**config.mk**
```make
export PLATFORM = sky130hd
export DESIGN_NAME = adcfc_regs
export DESIGN_NICKNAME = d
export VERILOG_FILES = /design/src/adcfc_pkg.sv /design/src/adcfc_regs.sv /design/src/adcfc_clkdiv.sv /design/src/adcfc_skid.sv
export SDC_FILE = /design/constraint.sdc
export NUM_CORES = 1
export LEC_CHECK = 0
export BUFFER_PORTS_ARGS = -buffer_cell sky130_fd_sc_hd__buf_2
export CAP_MARGIN = 10
export CORE_MARGIN = 2
export CORE_UTILIZATION = 55
export CTS_BUF_LIST = sky130_fd_sc_hd__clkbuf_16
export DETAILED_ROUTE_END_ITERATION = 8
export GPL_TIMING_DRIVEN = 0
export PLACE_DENSITY = 0.82
export SLEW_MARGIN = 10
export SYNTH_ARGS = -nofsm -noshare
export SYNTH_HDL_FRONTEND = slang
export SYNTH_HIERARCHICAL = 1
export SYNTH_SLANG_ARGS = --single-unit
```
**constraint.sdc**
```tcl
create_clock -name CLK -period 4.5 [get_ports CLK]
set_input_delay 0.9 -clock CLK [delete_from_list [all_inputs] [get_ports CLK]]
set_output_delay 0.9 -clock CLK [all_outputs]
set_load 0.01 [all_outputs]
```
**src/adcfc_pkg.sv**
```systemverilog
// adcfc_pkg: constants, field layouts and types of the converter function
// control bank.
// assumes: one 14-bit sample path, byte-wide registers at 8-bit addresses.
package adcfc_pkg;

  // sample word
  localparam int DATA_W = 14;
  localparam int USER_NUM = 4;
  localparam int USER_W = 16;

  // register addresses
  localparam logic [7:0] ADDR_PWR = 8'h08;
  localparam logic [7:0] ADDR_GCLK = 8'h09;
  localparam logic [7:0] ADDR_CDIV = 8'h0b;
  localparam logic [7:0] ADDR_TEST = 8'h0d;
  localparam logic [7:0] ADDR_OFFS = 8'h10;
  localparam logic [7:0] ADDR_OUTF = 8'h14;

  // reset values
  localparam logic [7:0] RST_PWR = 8'h00;
  localparam logic [7:0] RST_GCLK = 8'h01;
  localparam logic [7:0] RST_CDIV = 8'h00;
  localparam logic [7:0] RST_TEST = 8'h00;
  localparam logic [7:0] RST_OFFS = 8'h00;
  localparam logic [7:0] RST_OUTF = 8'h01;
  localparam logic [7:0] RD_NONE = 8'h00;

  // implemented bits of each register, open bits read zero
  localparam logic [7:0] MASK_PWR = 8'h03;
  localparam logic [7:0] MASK_GCLK = 8'h01;
  localparam logic [7:0] MASK_CDIV = 8'h3f;
  localparam logic [7:0] MASK_TEST = 8'hbf;
  localparam logic [7:0] MASK_OFFS = 8'h3f;
  localparam logic [7:0] MASK_OUTF = 8'h17;

  // field positions
  localparam int PWR_LSB = 0;
  localparam int DCS_BIT = 0;
  localparam int RATIO_LSB = 0;
  localparam int PHASE_LSB = 3;
  localparam int DIV_W = 3;
  localparam int MODE_LSB = 0;
  localparam int RST_SHORT_BIT = 4;
  localparam int RST_LONG_BIT = 5;
  localparam int USER_ONCE_BIT = 7;
  localparam int OFFS_LSB = 0;
  localparam int OFFS_W = 6;
  localparam int FMT_LSB = 0;
  localparam int INV_BIT = 2;
  localparam int OEB_BIT = 4;

  // power modes
  typedef enum logic [1:0] {
    PWR_NORMAL = 2'h0,
    PWR_DOWN = 2'h1,
    PWR_STANDBY = 2'h2,
    PWR_RSVD = 2'h3
  } adcfc_pwr_t;

  // output test modes
  typedef enum logic [3:0] {
    TM_OFF = 4'h0,
    TM_MID = 4'h1,
    TM_POS_FS = 4'h2,
    TM_NEG_FS = 4'h3,
    TM_CHECKER = 4'h4,
    TM_PN_LONG = 4'h5,
    TM_PN_SHORT = 4'h6,
    TM_TOGGLE = 4'h7,
    TM_USER = 4'h8,
    TM_RAMP = 4'hf
  } adcfc_test_t;

  // output formats
  typedef enum logic [1:0] {
    FMT_OFFSET_BIN = 2'h0,
    FMT_TWOS = 2'h1,
    FMT_GRAY = 2'h2
  } adcfc_fmt_t;

  // fixed pattern words, offset binary
  localparam logic [DATA_W-1:0] PAT_MID = 14'h2000;
  localparam logic [DATA_W-1:0] PAT_FULL_SCALE_POS = 14'h3fff;
  localparam logic [DATA_W-1:0] PAT_FULL_SCALE_NEG = 14'h0000;
  localparam logic [DATA_W-1:0] PAT_CHECK_A = 14'h2aaa;
  localparam logic [DATA_W-1:0] PAT_CHECK_B = 14'h1555;
  localparam logic [DATA_W-1:0] PAT_ONES = 14'h3fff;
  localparam logic [DATA_W-1:0] PAT_ZEROS = 14'h0000;
  localparam logic [DATA_W-1:0] CODE_MAX = 14'h3fff;

  // pseudorandom generators: x^23+x^18+1 and x^9+x^5+1
  localparam int LONG_W = 23;
  localparam int LONG_TAP = 18;
  localparam int SHORT_W = 9;
  localparam int SHORT_TAP = 5;
  localparam logic [LONG_W-1:0] LONG_SEED = 23'h7fffff;
  localparam logic [SHORT_W-1:0] SHORT_SEED = 9'h1ff;

  // buffered output word
  typedef struct packed {
    logic [DATA_W-1:0] code;
  } adcfc_word_t;

  // user pattern set, word 0 first
  typedef logic [USER_NUM-1:0][USER_W-1:0] adcfc_user_t;

endpackage

```
**src/adcfc_regs.sv**
```systemverilog
// adcfc_regs: function control bank of the converter with the sample
// output path it steers: divider, test patterns, offset trim, formatting.
// assumes: the serial port front end hands over decoded byte accesses;
// samples and user patterns come from logic on the same clock.
`timescale 1ns/100ps

// Function
// - power field: 00 normal, 01 full power-down, 10 standby, 11 reserved
// - divide-ratio field divides the input clock by value plus one
// - phase field delays the divided clock by that many input cycles
// - nonzero test field replaces samples with test data; 0000 normal
// - test 0001 midscale, 0010 positive full scale, 0011 negative
// - test 0101 long pseudorandom sequence; a bit resets that generator
// - test 0110 short pseudorandom sequence; a bit resets that generator
// - test 0111 toggles all ones and zeros; 0100 checkerboard words
// - test 1000 user patterns; top bit 0 repeats, 1 sends once then zeros
// - six-bit twos complement offset from +31 to -32 added to samples
// - output enable bar: 0 drives the outputs except in power-down or standby, 1 turns them off
// - format 00 offset binary, 01 twos complement, 10 Gray; resets 01
// - invert bit 0 passes data, 1 inverts every output bit
module adcfc_regs (
  // clock, reset, freeze
  input wire logic CLK,
  input wire logic RST_N,
  input wire logic CE,
  // register access from the serial port
  input wire logic REG_WR,
  input wire logic REG_RD,
  input wire logic [7:0] REG_ADDR,
  input wire logic [7:0] REG_WDATA,
  output logic [7:0] REG_RDATA,
  // converted samples, offset binary
  input wire logic [adcfc_pkg::DATA_W-1:0] ADC_DATA,
  input wire logic ADC_VALID,
  output logic ADC_READY,
  // user pattern words
  input wire adcfc_pkg::adcfc_user_t USER_PATTERN,
  // output port
  output logic [adcfc_pkg::DATA_W-1:0] DOUT,
  output logic DOUT_VALID,
  input wire logic DOUT_READY,
  output logic DOUT_OE,
  // status towards the core
  output logic SAMPLE_TICK,
  output logic DCS_ON,
  output logic POWER_DOWN,
  output logic STANDBY
);

  // saturating add of a signed trim to an offset binary code
  function automatic logic [adcfc_pkg::DATA_W-1:0] trim_add(
    input logic [adcfc_pkg::DATA_W-1:0] code,
    input logic [adcfc_pkg::OFFS_W-1:0] offs
  );
    logic signed [adcfc_pkg::DATA_W+1:0] sum;
    sum = $signed({2'b00, code}) +
          $signed({{(adcfc_pkg::DATA_W-adcfc_pkg::OFFS_W+2){offs[5]}}, offs});
    if (sum < 0) begin
      trim_add = '0;
    end else if (sum > $signed({2'b00, adcfc_pkg::CODE_MAX})) begin
      trim_add = adcfc_pkg::CODE_MAX;
    end else begin
      trim_add = sum[adcfc_pkg::DATA_W-1:0];
    end
  endfunction

  // recode an offset binary word into the selected format
  function automatic logic [adcfc_pkg::DATA_W-1:0] fmt_code(
    input logic [adcfc_pkg::DATA_W-1:0] code,
    input adcfc_pkg::adcfc_fmt_t fmt
  );
    case (fmt)
      adcfc_pkg::FMT_OFFSET_BIN: fmt_code = code;
      adcfc_pkg::FMT_TWOS: fmt_code = {~code[13], code[12:0]};
      adcfc_pkg::FMT_GRAY: fmt_code = code ^ (code >> 1);
      default: fmt_code = code;
    endcase
  endfunction

  // user pattern sequencer states
  typedef enum logic [2:0] {
    US_REPEAT = 3'b001,
    US_ONCE = 3'b010,
    US_DONE = 3'b100
  } adcfc_useq_t;

  // register storage
  logic [7:0] pwr_q, gclk_q, cdiv_q, test_q, offs_q, outf_q, rdata_q;

  // generator state
  logic [adcfc_pkg::LONG_W-1:0] long_q;
  logic [adcfc_pkg::SHORT_W-1:0] short_q;
  logic alt_q;
  logic [adcfc_pkg::DATA_W-1:0] ramp_q;
  logic [1:0] uidx_q;
  adcfc_useq_t useq_q;
  adcfc_useq_t useq_d;
  logic oe_q;

  // address decode
  wire logic wr_pwr = REG_WR && (REG_ADDR == adcfc_pkg::ADDR_PWR);
  wire logic wr_gclk = REG_WR && (REG_ADDR == adcfc_pkg::ADDR_GCLK);
  wire logic wr_cdiv = REG_WR && (REG_ADDR == adcfc_pkg::ADDR_CDIV);
  wire logic wr_test = REG_WR && (REG_ADDR == adcfc_pkg::ADDR_TEST);
  wire logic wr_offs = REG_WR && (REG_ADDR == adcfc_pkg::ADDR_OFFS);
  wire logic wr_outf = REG_WR && (REG_ADDR == adcfc_pkg::ADDR_OUTF);
  wire logic [7:0] rd_mux;

  // read mux; an unmapped address reads zero
  assign rd_mux =
    (REG_ADDR == adcfc_pkg::ADDR_PWR) ? pwr_q :
    (REG_ADDR == adcfc_pkg::ADDR_GCLK) ? gclk_q :
    (REG_ADDR == adcfc_pkg::ADDR_CDIV) ? cdiv_q :
    (REG_ADDR == adcfc_pkg::ADDR_TEST) ? test_q :
    (REG_ADDR == adcfc_pkg::ADDR_OFFS) ? offs_q :
    (REG_ADDR == adcfc_pkg::ADDR_OUTF) ? outf_q : adcfc_pkg::RD_NONE;

  // register writes; open bits are masked so they read back zero
  always_ff @(posedge CLK or negedge RST_N) begin
    if (!RST_N) begin
      pwr_q <= adcfc_pkg::RST_PWR;
      gclk_q <= adcfc_pkg::RST_GCLK;
      cdiv_q <= adcfc_pkg::RST_CDIV;
      test_q <= adcfc_pkg::RST_TEST;
      offs_q <= adcfc_pkg::RST_OFFS;
      outf_q <= adcfc_pkg::RST_OUTF;
    end else if (CE) begin
      if (wr_pwr) pwr_q <= REG_WDATA & adcfc_pkg::MASK_PWR;
      if (wr_gclk) gclk_q <= REG_WDATA & adcfc_pkg::MASK_GCLK;
      if (wr_cdiv) cdiv_q <= REG_WDATA & adcfc_pkg::MASK_CDIV;
      if (wr_test) test_q <= REG_WDATA & adcfc_pkg::MASK_TEST;
      if (wr_offs) offs_q <= REG_WDATA & adcfc_pkg::MASK_OFFS;
      if (wr_outf) outf_q <= REG_WDATA & adcfc_pkg::MASK_OUTF;
    end
  end

  // read data held until the next read
  always_ff @(posedge CLK or negedge RST_N) begin
    if (!RST_N) begin
      rdata_q <= adcfc_pkg::RD_NONE;
    end else if (CE && REG_RD) begin
      rdata_q <= rd_mux;
    end
  end
  assign REG_RDATA = rdata_q;

  // field views
  wire adcfc_pkg::adcfc_pwr_t pwr_mode =
    adcfc_pkg::adcfc_pwr_t'(pwr_q[adcfc_pkg::PWR_LSB +: 2]);
  wire adcfc_pkg::adcfc_test_t test_mode =
    adcfc_pkg::adcfc_test_t'(test_q[adcfc_pkg::MODE_LSB +: 4]);
  wire adcfc_pkg::adcfc_fmt_t fmt_sel =
    adcfc_pkg::adcfc_fmt_t'(outf_q[adcfc_pkg::FMT_LSB +: 2]);
  wire logic [adcfc_pkg::DIV_W-1:0] div_ratio =
    cdiv_q[adcfc_pkg::RATIO_LSB +: adcfc_pkg::DIV_W];
  wire logic [adcfc_pkg::DIV_W-1:0] div_phase =
    cdiv_q[adcfc_pkg::PHASE_LSB +: adcfc_pkg::DIV_W];
  wire logic [adcfc_pkg::OFFS_W-1:0] offs_val =
    offs_q[adcfc_pkg::OFFS_LSB +: adcfc_pkg::OFFS_W];
  wire logic run;
  wire logic invert = outf_q[adcfc_pkg::INV_BIT];
  wire logic out_en_n = outf_q[adcfc_pkg::OEB_BIT];
  wire logic long_hold = test_q[adcfc_pkg::RST_LONG_BIT];
  wire logic short_hold = test_q[adcfc_pkg::RST_SHORT_BIT];

  // power mode; the reserved code is run as normal operation
  assign POWER_DOWN = (pwr_mode == adcfc_pkg::PWR_DOWN);
  assign STANDBY = (pwr_mode == adcfc_pkg::PWR_STANDBY);
  assign run = !POWER_DOWN && !STANDBY;

  // stabiliser forced on by any real division
  assign DCS_ON = gclk_q[adcfc_pkg::DCS_BIT] || (div_ratio != '0);

  // sample clock divider
  wire logic tick;
  adcfc_clkdiv u_clkdiv (
    .clk (CLK),
    .rst_n (RST_N),
    .ce (CE),
    .ratio (div_ratio),
    .phase (div_phase),
    .tick (tick)
  );
  assign SAMPLE_TICK = tick;

  // handshake into the buffer; a full buffer stalls generators and samples
  wire logic buf_ready;
  wire logic test_on = (test_mode != adcfc_pkg::TM_OFF);
  wire logic slot = tick && run && buf_ready;
  wire logic push = slot && (test_on || ADC_VALID);
  wire logic adv = push && test_on && CE;
  assign ADC_READY = slot && !test_on;

  // long and short generators; each held reset bit parks its own generator at the seed
  always_ff @(posedge CLK or negedge RST_N) begin
    if (!RST_N) begin
      long_q <= adcfc_pkg::LONG_SEED;
      short_q <= adcfc_pkg::SHORT_SEED;
    end else if (CE) begin
      if (long_hold) begin
        long_q <= adcfc_pkg::LONG_SEED;
      end else if (adv && test_mode == adcfc_pkg::TM_PN_LONG) begin
        long_q <= {long_q[adcfc_pkg::LONG_W-2:0],
                   long_q[adcfc_pkg::LONG_W-1] ^
                   long_q[adcfc_pkg::LONG_TAP-1]};
      end
      if (short_hold) begin
        short_q <= adcfc_pkg::SHORT_SEED;
      end else if (adv && test_mode == adcfc_pkg::TM_PN_SHORT) begin
        short_q <= {short_q[adcfc_pkg::SHORT_W-2:0],
                    short_q[adcfc_pkg::SHORT_W-1] ^
                    short_q[adcfc_pkg::SHORT_TAP-1]};
      end
    end
  end

  // alternation phase and ramp; a test register write restarts both
  always_ff @(posedge CLK or negedge RST_N) begin
    if (!RST_N) begin
      alt_q <= 1'b0;
      ramp_q <= '0;
    end else if (CE) begin
      if (wr_test) begin
        alt_q <= 1'b0;
        ramp_q <= '0;
      end else if (adv) begin
        alt_q <= ~alt_q;
        ramp_q <= ramp_q + 14'h0001;
      end
    end
  end

  // user pattern sequencer: one-shot runs end after the last word
  wire logic user_step;
  wire logic user_last;
  assign user_step = adv && (test_mode == adcfc_pkg::TM_USER);
  assign user_last = (uidx_q == 2'(adcfc_pkg::USER_NUM - 1));

  always_comb begin
    useq_d = useq_q;
    case (useq_q)
      US_REPEAT: useq_d = US_REPEAT;
      US_ONCE: if (user_step && user_last) useq_d = US_DONE;
      US_DONE: useq_d = US_DONE;
      default: useq_d = US_REPEAT;
    endcase
    if (wr_test) begin
      useq_d = REG_WDATA[adcfc_pkg::USER_ONCE_BIT] ? US_ONCE : US_REPEAT;
    end
  end

  always_ff @(posedge CLK or negedge RST_N) begin
    if (!RST_N) begin
      useq_q <= US_REPEAT;
      uidx_q <= 2'h0;
    end else if (CE) begin
      useq_q <= useq_d;
      if (wr_test) uidx_q <= 2'h0;
      else if (user_step) uidx_q <= uidx_q + 2'h1;
    end
  end

  // test word selection; codes are formatted, bit patterns go out raw
  logic [adcfc_pkg::DATA_W-1:0] pat_word;
  logic pat_is_code;
  always_comb begin
    pat_word = adcfc_pkg::PAT_ZEROS;
    pat_is_code = 1'b1;
    case (test_mode)
      adcfc_pkg::TM_MID: pat_word = adcfc_pkg::PAT_MID;
      adcfc_pkg::TM_POS_FS: pat_word = adcfc_pkg::PAT_FULL_SCALE_POS;
      adcfc_pkg::TM_NEG_FS: pat_word = adcfc_pkg::PAT_FULL_SCALE_NEG;
      adcfc_pkg::TM_CHECKER: begin
        pat_word = alt_q ? adcfc_pkg::PAT_CHECK_B : adcfc_pkg::PAT_CHECK_A;
        pat_is_code = 1'b0;
      end
      adcfc_pkg::TM_PN_LONG: begin
        pat_word = long_q[adcfc_pkg::DATA_W-1:0];
        pat_is_code = 1'b0;
      end
      adcfc_pkg::TM_PN_SHORT: begin
        pat_word = {5'h00, short_q};
        pat_is_code = 1'b0;
      end
      adcfc_pkg::TM_TOGGLE: begin
        pat_word = alt_q ? adcfc_pkg::PAT_ZEROS : adcfc_pkg::PAT_ONES;
        pat_is_code = 1'b0;
      end
      adcfc_pkg::TM_USER: begin
        pat_word = (useq_q == US_DONE) ? adcfc_pkg::PAT_ZEROS :
                   USER_PATTERN[uidx_q][adcfc_pkg::DATA_W-1:0];
        pat_is_code = 1'b0;
      end
      adcfc_pkg::TM_RAMP: pat_word = ramp_q;
      default: pat_word = adcfc_pkg::PAT_ZEROS; // unused codes emit code zero, formatted like the other codes
    endcase
  end

  // sample path: trim, format, invert; trim only touches real samples
  wire logic [adcfc_pkg::DATA_W-1:0] trimmed;
  wire logic [adcfc_pkg::DATA_W-1:0] pre_fmt;
  wire logic [adcfc_pkg::DATA_W-1:0] formatted;
  wire adcfc_pkg::adcfc_word_t buf_in;

  assign trimmed = trim_add(ADC_DATA, offs_val);
  assign pre_fmt = test_on ? pat_word : trimmed;
  assign formatted = (test_on && !pat_is_code) ? pre_fmt :
                     fmt_code(pre_fmt, fmt_sel);
  assign buf_in.code = invert ? ~formatted : formatted;

  // two-entry buffer in front of the output port
  adcfc_pkg::adcfc_word_t buf_out;
  adcfc_skid u_skid (
    .clk (CLK),
    .rst_n (RST_N),
    .ce (CE),
    .in_valid (push),
    .in_ready (buf_ready),
    .in_data (buf_in),
    .out_valid (DOUT_VALID),
    .out_ready (DOUT_READY),
    .out_data (buf_out)
  );
  assign DOUT = buf_out.code;

  // output drive; registered so a write never glitches the enable
  always_ff @(posedge CLK or negedge RST_N) begin
    if (!RST_N) begin
      oe_q <= 1'b0;
    end else if (CE) begin
      oe_q <= !out_en_n && run;
    end
  end
  assign DOUT_OE = oe_q;

endmodule // adcfc_regs

```
**src/adcfc_clkdiv.sv**
```systemverilog
// adcfc_clkdiv: divides the input clock into a one-cycle sample tick with
// a programmable ratio and phase delay.
// assumes: ratio and phase come from registers on the same clock.
`timescale 1ns/100ps
module adcfc_clkdiv (
  // clock and reset
  input wire logic clk,
  input wire logic rst_n,
  input wire logic ce,
  // settings
  input wire logic [adcfc_pkg::DIV_W-1:0] ratio,
  input wire logic [adcfc_pkg::DIV_W-1:0] phase,
  // divided tick
  output logic tick
);

  logic [adcfc_pkg::DIV_W-1:0] cnt_q;
  logic [6:0] dly_q;
  wire logic raw_tick;
  wire logic [7:0] taps;

  // >= so a ratio lowered below the count still wraps at once
  assign raw_tick = (cnt_q >= ratio);
  assign taps = {dly_q, raw_tick};
  assign tick = taps[phase];

  // cycle counter and delay line
  always_ff @(posedge clk or negedge rst_n) begin
    if (!rst_n) begin
      cnt_q <= '0;
      dly_q <= '0;
    end else if (ce) begin
      cnt_q <= raw_tick ? '0 : cnt_q + 3'h1;
      dly_q <= {dly_q[5:0], raw_tick};
    end
  end

endmodule // adcfc_clkdiv

```
**src/adcfc_skid.sv**
```systemverilog
// adcfc_skid: two-entry buffer with valid and ready on both sides.
// assumes: the drain side may hold ready low for any number of cycles.
`timescale 1ns/100ps
module adcfc_skid (
  // clock and reset
  input wire logic clk,
  input wire logic rst_n,
  input wire logic ce,
  // fill side
  input wire logic in_valid,
  output logic in_ready,
  input wire adcfc_pkg::adcfc_word_t in_data,
  // drain side
  output logic out_valid,
  input wire logic out_ready,
  output adcfc_pkg::adcfc_word_t out_data
);

  adcfc_pkg::adcfc_word_t mem_q [2];
  logic wr_q;
  logic rd_q;
  logic [1:0] cnt_q;
  wire logic push;
  wire logic pop;

  // full and empty straight from the occupancy count
  assign in_ready = (cnt_q != 2'h2);
  assign out_valid = (cnt_q != 2'h0);
  assign push = in_valid && in_ready && ce;
  assign pop = out_valid && out_ready && ce;
  assign out_data = mem_q[rd_q];

  // storage and pointers
  always_ff @(posedge clk or negedge rst_n) begin
    if (!rst_n) begin
      mem_q[0] <= '0;
      mem_q[1] <= '0;
      wr_q <= 1'b0;
      rd_q <= 1'b0;
      cnt_q <= 2'h0;
    end else begin
      if (push) begin
        mem_q[wr_q] <= in_data;
        wr_q <= ~wr_q;
      end
      if (pop) begin
        rd_q <= ~rd_q;
      end
      cnt_q <= cnt_q + {1'b0, push} - {1'b0, pop};
    end
  end

endmodule // adcfc_skid

```
After elaboration in Yosys (flattened, before gate mapping)
Index checks and enable logic that the tools add are counted. W data, S select, Z words.

ROM bits: 0. Bits of input ports: 101. Output and inout bits: 29. Latch bits: 0. Bits in writable memories: 0. Register bits after elaboration: 129. Memories: 0.

Order comparisons: 8. Mux-type cells: 41. Reductions and logical operators: 50. Multipliers: 0. Bitwise operators: 10. $add $sub $neg: 6. Div/mod/pow operators: 0. Shift-type cells: 0. Eq/ne operators: 23.

Operators with widths (count): $mux W14 (15); $pmux W14 S8 (1); $mux W23 (2); $bmux W16 S2 (1); $eq A8 B4 Y1 const B (4); $mux W8 (4); $bwmux W28 (1); $pmux W14 S2 (1); $logic_and A1 B1 Y1 (25); $reduce_and A2 Y1 (11); $mux W9 (2); $add A15 B6 Y16 (1); $eq A4 B3 Y1 const B (4); $eq A8 B5 Y1 const B (2); $gt A16 B15 Y1 const B (1); $lt A16 B1 Y1 const B (1); $add A14 B1 Y14 const B (1); $demux W14 S1 (1); $not A14 Y14 (1); $xor A14 B13 Y14 (1); $reduce_bool A2 Y1 (5); $mux W3 (3); $eq A4 B4 Y1 const B (2); $eq A2 B2 Y1 const B (3); other kinds (30) (45).

Depth between registers and ports, before layout
Gate-level depths: netlist of the first run.

Depth after elaboration: 13. Gate-level depth with buffers: 15.

Modules after synthesis
Netlist of the first run, hierarchy kept.

Modules (own cells, without submodules): adcfc_regs (cells each 719, seq. area each 2195.9 um^2, times used 1, area an instance 6318.6 um^2); adcfc_skid (cells each 93, seq. area each 800.8 um^2, times used 1, area an instance 1470.2 um^2); adcfc_clkdiv (cells each 46, seq. area each 250.2 um^2, times used 1, area an instance 545.5 um^2).

Least setup slack after synthesis of the first run
No wires, ideal clock.

Path kind: input-to-reg. Start: input ADC_DATA[0] (netlist name). End: register u_skid/mem_q[10] (netlist name). Cell stages on the path: 14. Path buffers: 1. Setup time: 65 ps. Required time: 4435 ps. Data arrival time: 3798 ps. Slack: 637 ps. Cell sequence: ha_1 inv_1 fa_1 nor2b_4 o211a_1 o311a_1 or2_0 buf_2 mux2i_4 o21ai_1 and2_4 mux4_2 nor4_2 mux2_2.

RTL lines: start, declared (RTL line adcfc_regs.sv:33) `input wire logic [adcfc_pkg::DATA_W-1:0] ADC_DATA,`; end signal, assigned by index (RTL line adcfc_skid.sv:43) `mem_q[wr_q] <= in_data;`; end, declared (RTL line adcfc_skid.sv:19) `adcfc_pkg::adcfc_word_t mem_q [2];`.

==> results.sh, run 1 <==
export IMPL_status="finished clean"
export IMPL_start_util_pct=56.9
export IMPL_power_total_w=0.00471
export IMPL_cp_required_ns=4.81
export IMPL_core_area_mm2=0.0146
export IMPL_wirelength_um=22200
export IMPL_max_freq_mhz=242
export IMPL_maxCapViolCount=0
export IMPL_root_buffer="clkbuf_16"
export IMPL_post_route_drc_count=0
export IMPL_synth_top_area_cell="dfrtp_1"
export IMPL_critPathLaunch="offs_q[5]"
export IMPL_ios=130
export IMPL_place_congestion=0.957
export IMPL_cts_sinks=128
export IMPL_p_switching_w=0.00156
export IMPL_post_cts_setup_buffer_count=0
export IMPL_hold_buffers=0
export IMPL_slew_headroom_pct=30.9
export IMPL_post_route_min_period_ns=4.12
export IMPL_die_area_mm2=0.0162
export IMPL_rows=44
export IMPL_p_leak_nw=4.29
export IMPL_grt_pass1_wl_um=35800
export IMPL_die_w_um=127
export IMPL_setup_ws_ns=0.375
export IMPL_areaGrowthSynthToFinish_pct=17.0
export IMPL_ant_nets=0
export IMPL_post_place_ws_ns=0.237
export IMPL_utilization_pct=66.6
export IMPL_ys_types=82
export IMPL_die_h_um=127
export IMPL_timing_final_crit_share_pct=91.7
export IMPL_reg2reg_from="offs_q[5]"
export IMPL_initialDrtViolationCount=717
export IMPL_port_buffers=116
export IMPL_path_clk_slew_ns=0.06
export IMPL_rrSetupSlack_ns=0.38
export IMPL_p_seq_share_pct=38.4
export IMPL_final_common_cell="buf_2"
export IMPL_async_flop_share_pct=100
export IMPL_cts_buffer_depth=2
export IMPL_tns_ns=0
export IMPL_combinationalPowerShare_pct=33.5
export IMPL_fillers=1147
export IMPL_ys_seq_area_share_pct=39.0
export IMPL_synth_top_flop_cell="dfrtp_1"
export IMPL_final_nets=1123
export IMPL_synth_area_per_cell_um2=9.71
export IMPL_h_tree_depth=4
export IMPL_worst_hold_path_type="in -> async"
export IMPL_dr_pass1_iters=9
export IMPL_antenna_found_initial=0
export IMPL_critPathArrivalTime_ns=4.43
export IMPL_end_kind="flip-flop"
export IMPL_skew_ns=0.00851
export IMPL_tightest_slew_ns=1.03
export IMPL_ys_warn_count=6
export IMPL_avgRoutedWirePerCell_um=18.7
export IMPL_p_sw_share_pct=33.0
export IMPL_start_kind="flip-flop"
export IMPL_syn_inst=858
export IMPL_synth_seq_cells=128
export IMPL_fin_hold_ws_ns=0.438
export IMPL_synth_top_cell_area_share_pct=27.9
export IMPL_grt_use_total_pct=28.2
export IMPL_cts_tree="built"
export IMPL_syn_area_mm2=0.00833
export IMPL_hold_viol=0
export IMPL_place_hpwl_um=16700
export IMPL_clock_latency_ns=0.43
export IMPL_p_int_w=0.00316
export IMPL_finalSetupViolations=0
export IMPL_cts_repair_resized=0
export IMPL_most_common_layout_cells="buf_2, nor2_1, dfrtp_1"
export IMPL_synthesis_nets=987
export IMPL_ir_drop_mv=0.350
export IMPL_rsz0062_at_grt="no"
export IMPL_path_max_fanout=17
export IMPL_first_global_vias=7053
export IMPL_crit_type="reg -> reg"
export IMPL_antenna_cells=0
export IMPL_via_per_inst=6.12
export IMPL_synth_area_leaders="dfrtp_1, dfstp_2, mux2_2, nor2_1, mux4_2"
export IMPL_drive_above_1_share_pct=30.3
export IMPL_numCtsBuffers=17
export IMPL_grt_max_degree=72
export IMPL_powerDensity_mw_per_mm2=483
export IMPL_slew_viol_final=0
export IMPL_p_clk_share_pct=28.1
export IMPL_vias=7287
export IMPL_overflow=0
export IMPL_synth_edf_count=0
final timing paths:
check                                   to  depth (start not counted)
setup / recovery           u_skid/mem_q[7]                         12
hold / removal                REG_RDATA[7]                          1
setup reg to reg           u_skid/mem_q[7]                         12
hold reg to reg               REG_RDATA[1]                          2
max in group asynchronous       short_q[1]                          2
min in group CLK              REG_RDATA[1]                          2
sequential cells by signal (all words and copies together), names as in the netlist:
name and count:
cdiv_q 6, u_skid/wr_q 1, u_clkdiv/cnt_q 3, long_q 23, u_skid/cnt_q 2, offs_q 6
u_clkdiv/dly_q 7, alt_q 1, u_skid/mem_q 28, uidx_q 2, ramp_q 14, outf_q 4
DOUT_OE 1, useq_q 3, REG_RDATA 7, gclk_q 1, u_skid/rd_q 1, short_q 9
pwr_q 2, test_q 7
area by class of cell:
class,instances,area (um2),share of cell area [%]
sequential,128,3250,33.3
buffer,49,224,2.30
multi-input combinational,657,4770,49.0
tap,184,230,2.36
clock buffer,19,475,4.88
clock inverter,13,95.1,0.975
inverter,24,90.1,0.924
timing repair buffer,117,614,6.30
layer usage:
| layer | track usage [%] | wire (um) |
|---|---|---|
| met1 | 36.7 | 9120 |
| met2 | 47.2 | 10800 |
| met3 | 5.90 | 1720 |
| met4 | 9.76 | 586 |
| met5 | 0 | 0 |
worst max-delay path: stages (launching register included):
cell,delay (ns)
dfrtp_1,0.77
ha_1,0.35
buf_2,0.17
a21oi_1,0.22
o21ai_1,0.13
a211o_1,0.33
nor2_1,0.49
nand3_1,0.15
a221oi_1,0.60
o21ai_0,0.21
a21oi_1,0.19
a31oi_1,0.08
mux2_2,0.31
cell usage after synthesis (5+ instances only):
| master | n |
|---|---|
| nor2_1 | 108 |
| dfrtp_1 | 93 |
| nand2_1 | 73 |
| mux2_2 | 63 |
| a21oi_1 | 61 |
| o21ai_0 | 40 |
| dfstp_2 | 35 |
| clkbuf_1 | 27 |
| ha_1 | 27 |
| inv_1 | 24 |
| nand3_1 | 20 |
| xnor2_1 | 19 |
| xor2_1 | 18 |
| mux4_2 | 16 |
| a222oi_1 | 14 |
| nor3_1 | 13 |
| buf_2 | 10 |
| mux2_4 | 10 |
| a221oi_1 | 9 |
| and3_1 | 9 |
| mux2i_1 | 9 |
| nand4_1 | 8 |
| nor2b_1 | 8 |
| a21o_1 | 7 |
| buf_1 | 7 |
| nand2b_1 | 7 |
| or3_1 | 7 |
| a31oi_1 | 6 |
| and2_1 | 6 |
| o211ai_1 | 5 |
| o21a_1 | 5 |
| o31ai_1 | 5 |
| or2_2 | 5 |
power by group through the flow:
stage	clock network [W]	registers [W]	logic, W
2_1_floorplan	0	0.00173	0.00117
3_3_place_gp	0	0.00180	0.00151
3_5_place_dp	0	0.00181	0.00156
4_1_cts	0.00134	0.00180	0.00158
5_1_grt	0.00139	0.00184	0.00173
6_report	0.00132	0.00181	0.00158
per-stage QoR:
step           instances  area (um2)
6_report            1191        9750
5_1_grt             1191        9750
4_1_cts             1191        9750
3_5_place_dp        1159        9180
3_3_place_gp        1158        9150
2_1_floorplan        858        8330
kinds of logic after synthesis:
logic type	after synthesis	synth area share [%]
xor+xnor	37	3.89
buf+inv	73	3.77
flops	128	39.0
other cells	1	0.0450
mux	100	16.1
simple gates	292	17.0
compound gates	199	15.9
fa+ha+maj	28	4.29
Note: power is estimated with default switching activity, not from simulation.
==> run 2: changes to the inputs <==
RECOVER_POWER = 100   (was default)
==> run 2 against run 1 <==
The flow now finishes with violations (max-capacitance violations, max-slew violations). Count of clock-buffer cells in the layout unchanged. Largest power group unchanged. Utilization decreased by 0.59 points. Via count increased by 0.47%. Cell area shrank 0.89%.
==> results.sh, run 2 (same netlist as run 1, synthesis figures left out) <==
export IMPL_status="finished with violations"
export IMPL_violations="max-capacitance violations, max-slew violations"
export IMPL_cts_buffer_depth=2
export IMPL_grt_max_degree=72
export IMPL_reg2reg_to="u_skid/mem_q[21]"
export IMPL_final_nets=1123
export IMPL_cts_repair_resized=0
export IMPL_avgRoutedWirePerCell_um=18.7
export IMPL_end_kind="flip-flop"
export IMPL_top_register="u_skid/mem_q"
export IMPL_place_congestion=0.957
export IMPL_timing_final_crit_share_pct=92.8
export IMPL_numCtsBuffers=17
export IMPL_slew_viol_final=59
export IMPL_tns_ns=0
export IMPL_post_route_drc_count=0
export IMPL_ant_nets=0
export IMPL_critPathLaunch="offs_q[5]"
export IMPL_wirelength_um=22300
export IMPL_post_place_ws_ns=0.237
export IMPL_cts_sinks=128
export IMPL_first_global_vias=7053
export IMPL_finalSetupViolations=0
export IMPL_skew_ns=0.0112
export IMPL_post_route_min_period_ns=4.18
export IMPL_vias=7321
export IMPL_crit_chain="ha_1 > buf_2 > a21oi_1 > o21ai_1 > a211o_1 > nor2_1 > nand3_1 > a221oi_1 > o21ai_0 > a21oi_1 > a31oi_1 > mux2_1"
export IMPL_dr_pass1_iters=7
export IMPL_overflow=0
export IMPL_critPathArrivalTime_ns=4.48
export IMPL_critPathSlowestCell="dfrtp_1"
export IMPL_reg_largest_list="u_skid/mem_q (28), long_q (23), ramp_q (14)"
export IMPL_reg2reg_from="offs_q[5]"
export IMPL_grt_use_total_pct=28.2
export IMPL_root_buffer="clkbuf_16"
export IMPL_cts_tree="built"
export IMPL_rows=44
export IMPL_grt_pass1_wl_um=35800
export IMPL_start_util_pct=56.9
export IMPL_largest_register_ffs=28
export IMPL_p_leak_nw=4.16
export IMPL_hold_buffers=0
export IMPL_fillers=1185
export IMPL_h_tree_depth=4
export IMPL_worst_hold_path_type="reg -> reg"
export IMPL_final_cells=1191
export IMPL_slowest_delay_ns=0.77
export IMPL_drive_above_1_share_pct=26.4
export IMPL_path_clk_slew_ns=0.06
export IMPL_post_cts_setup_buffer_count=0
export IMPL_antenna_found_initial=0
export IMPL_reg2regPathDepth=12
export IMPL_die_h_um=127
export IMPL_initialDrtViolationCount=718
export IMPL_most_common_layout_cells="nor2_1, buf_2, dfrtp_1"
export IMPL_tightest_slew_ns=3.14
export IMPL_rrSetupSlack_ns=0.32
export IMPL_ir_drop_mv=0.350
export IMPL_endpoint="u_skid/mem_q[21]"
export IMPL_crit_path_frequent_cell="a21oi_1"
export IMPL_placed_cells=1159
export IMPL_path_max_fanout=17
export IMPL_hold_viol=0
export IMPL_via_per_inst=6.15
export IMPL_fin_hold_ws_ns=0.489
export IMPL_powerDensity_mw_per_mm2=481
export IMPL_maxCapViolCount=2
export IMPL_cp_required_ns=4.80
export IMPL_clock_latency_ns=0.43
export IMPL_setup_ws_ns=0.323
export IMPL_ios=130
export IMPL_antenna_cells=0
export IMPL_areaGrowthSynthToFinish_pct=15.9
export IMPL_crit_type="reg -> reg"
export IMPL_slew_headroom_pct=-109
export IMPL_rsz0062_at_grt="no"
export IMPL_die_w_um=127
export IMPL_start_kind="flip-flop"
export IMPL_place_hpwl_um=16700
export IMPL_die_area_mm2=0.0162
export IMPL_port_buffers=116
export IMPL_final_common_cell="nor2_1"
export IMPL_max_freq_mhz=239
export IMPL_core_area_mm2=0.0146
[run 2: worst max-delay path, delay by kind of cell (launching register included)]
family | cells | cell delay [ns]
and+or+nand+nor | 2 | 0.64
buffers and inverters | 1 | 0.17
adders and majority gates | 1 | 0.35
DFF | 1 | 0.77
muxes | 1 | 0.34
AOI/OAI and AO/OA | 7 | 1.77
[run 2: cell type report]
cell class              instances  area, um2  share of cell area, %
multi-input cells             657       4740                   49.0
flip-flops and latches        128       3250                   33.6
repair buffers                117        573                   5.93
clock buffers                  19        475                   4.92
well taps                     184        230                   2.38
plain buffers                  49        215                   2.23
clock inverters                13       95.1                  0.984
inverters                      24       90.1                  0.932
[run 2: how the worst min path moves through the flow]
| stage | slack (ns) | depth (start not counted) | endpoint | start |
|---|---|---|---|---|
| after detailed placement | 0.47 | 2 | REG_RDATA[7] | REG_RDATA[7] |
| final | 0.49 | 1 | u_skid/mem_q[11] | u_skid/mem_q[11] |
| after CTS | 0.45 | 1 | u_clkdiv/cnt_q[0] | RST_N |
| after floorplan | 0.46 | 1 | u_skid/mem_q[11] | u_skid/mem_q[11] |
| after global routing | 0.51 | 1 | u_skid/mem_q[24] | u_skid/mem_q[24] |
| after global placement | 0.46 | 2 | REG_RDATA[7] | REG_RDATA[7] |
[run 2: metrics by stage]
| step | util (%) | instance area [um2] | power [W] |
|---|---|---|---|
| floorplan | - | 8330 | 0.00289 |
| global placement | 62.4 | 9150 | 0.00331 |
| detailed placement | 62.7 | 9180 | 0.00337 |
| CTS | 66.6 | 9750 | 0.00472 |
| global route | 66.0 | 9660 | 0.00490 |
| finish | 66.0 | 9660 | 0.00465 |
[run 2: power breakdown]
group | switching [W] | internal, W | total, W
clock | 0.000511 | 0.000813 | 0.00132
combinational | 0.000794 | 0.000719 | 0.00151
sequential | 0.000251 | 0.00156 | 0.00181
total | 0.00156 | 0.00309 | 0.00465
[run 2: metal layers]
layer  track usage (%)  vias up  share of wire (%)
li1                  -     3410                  -
met1              36.7     3550                 41
met2              47.2      316                 49
met3              5.90       45                7.7
met4              9.76        0                2.6
met5                 0        -                  0
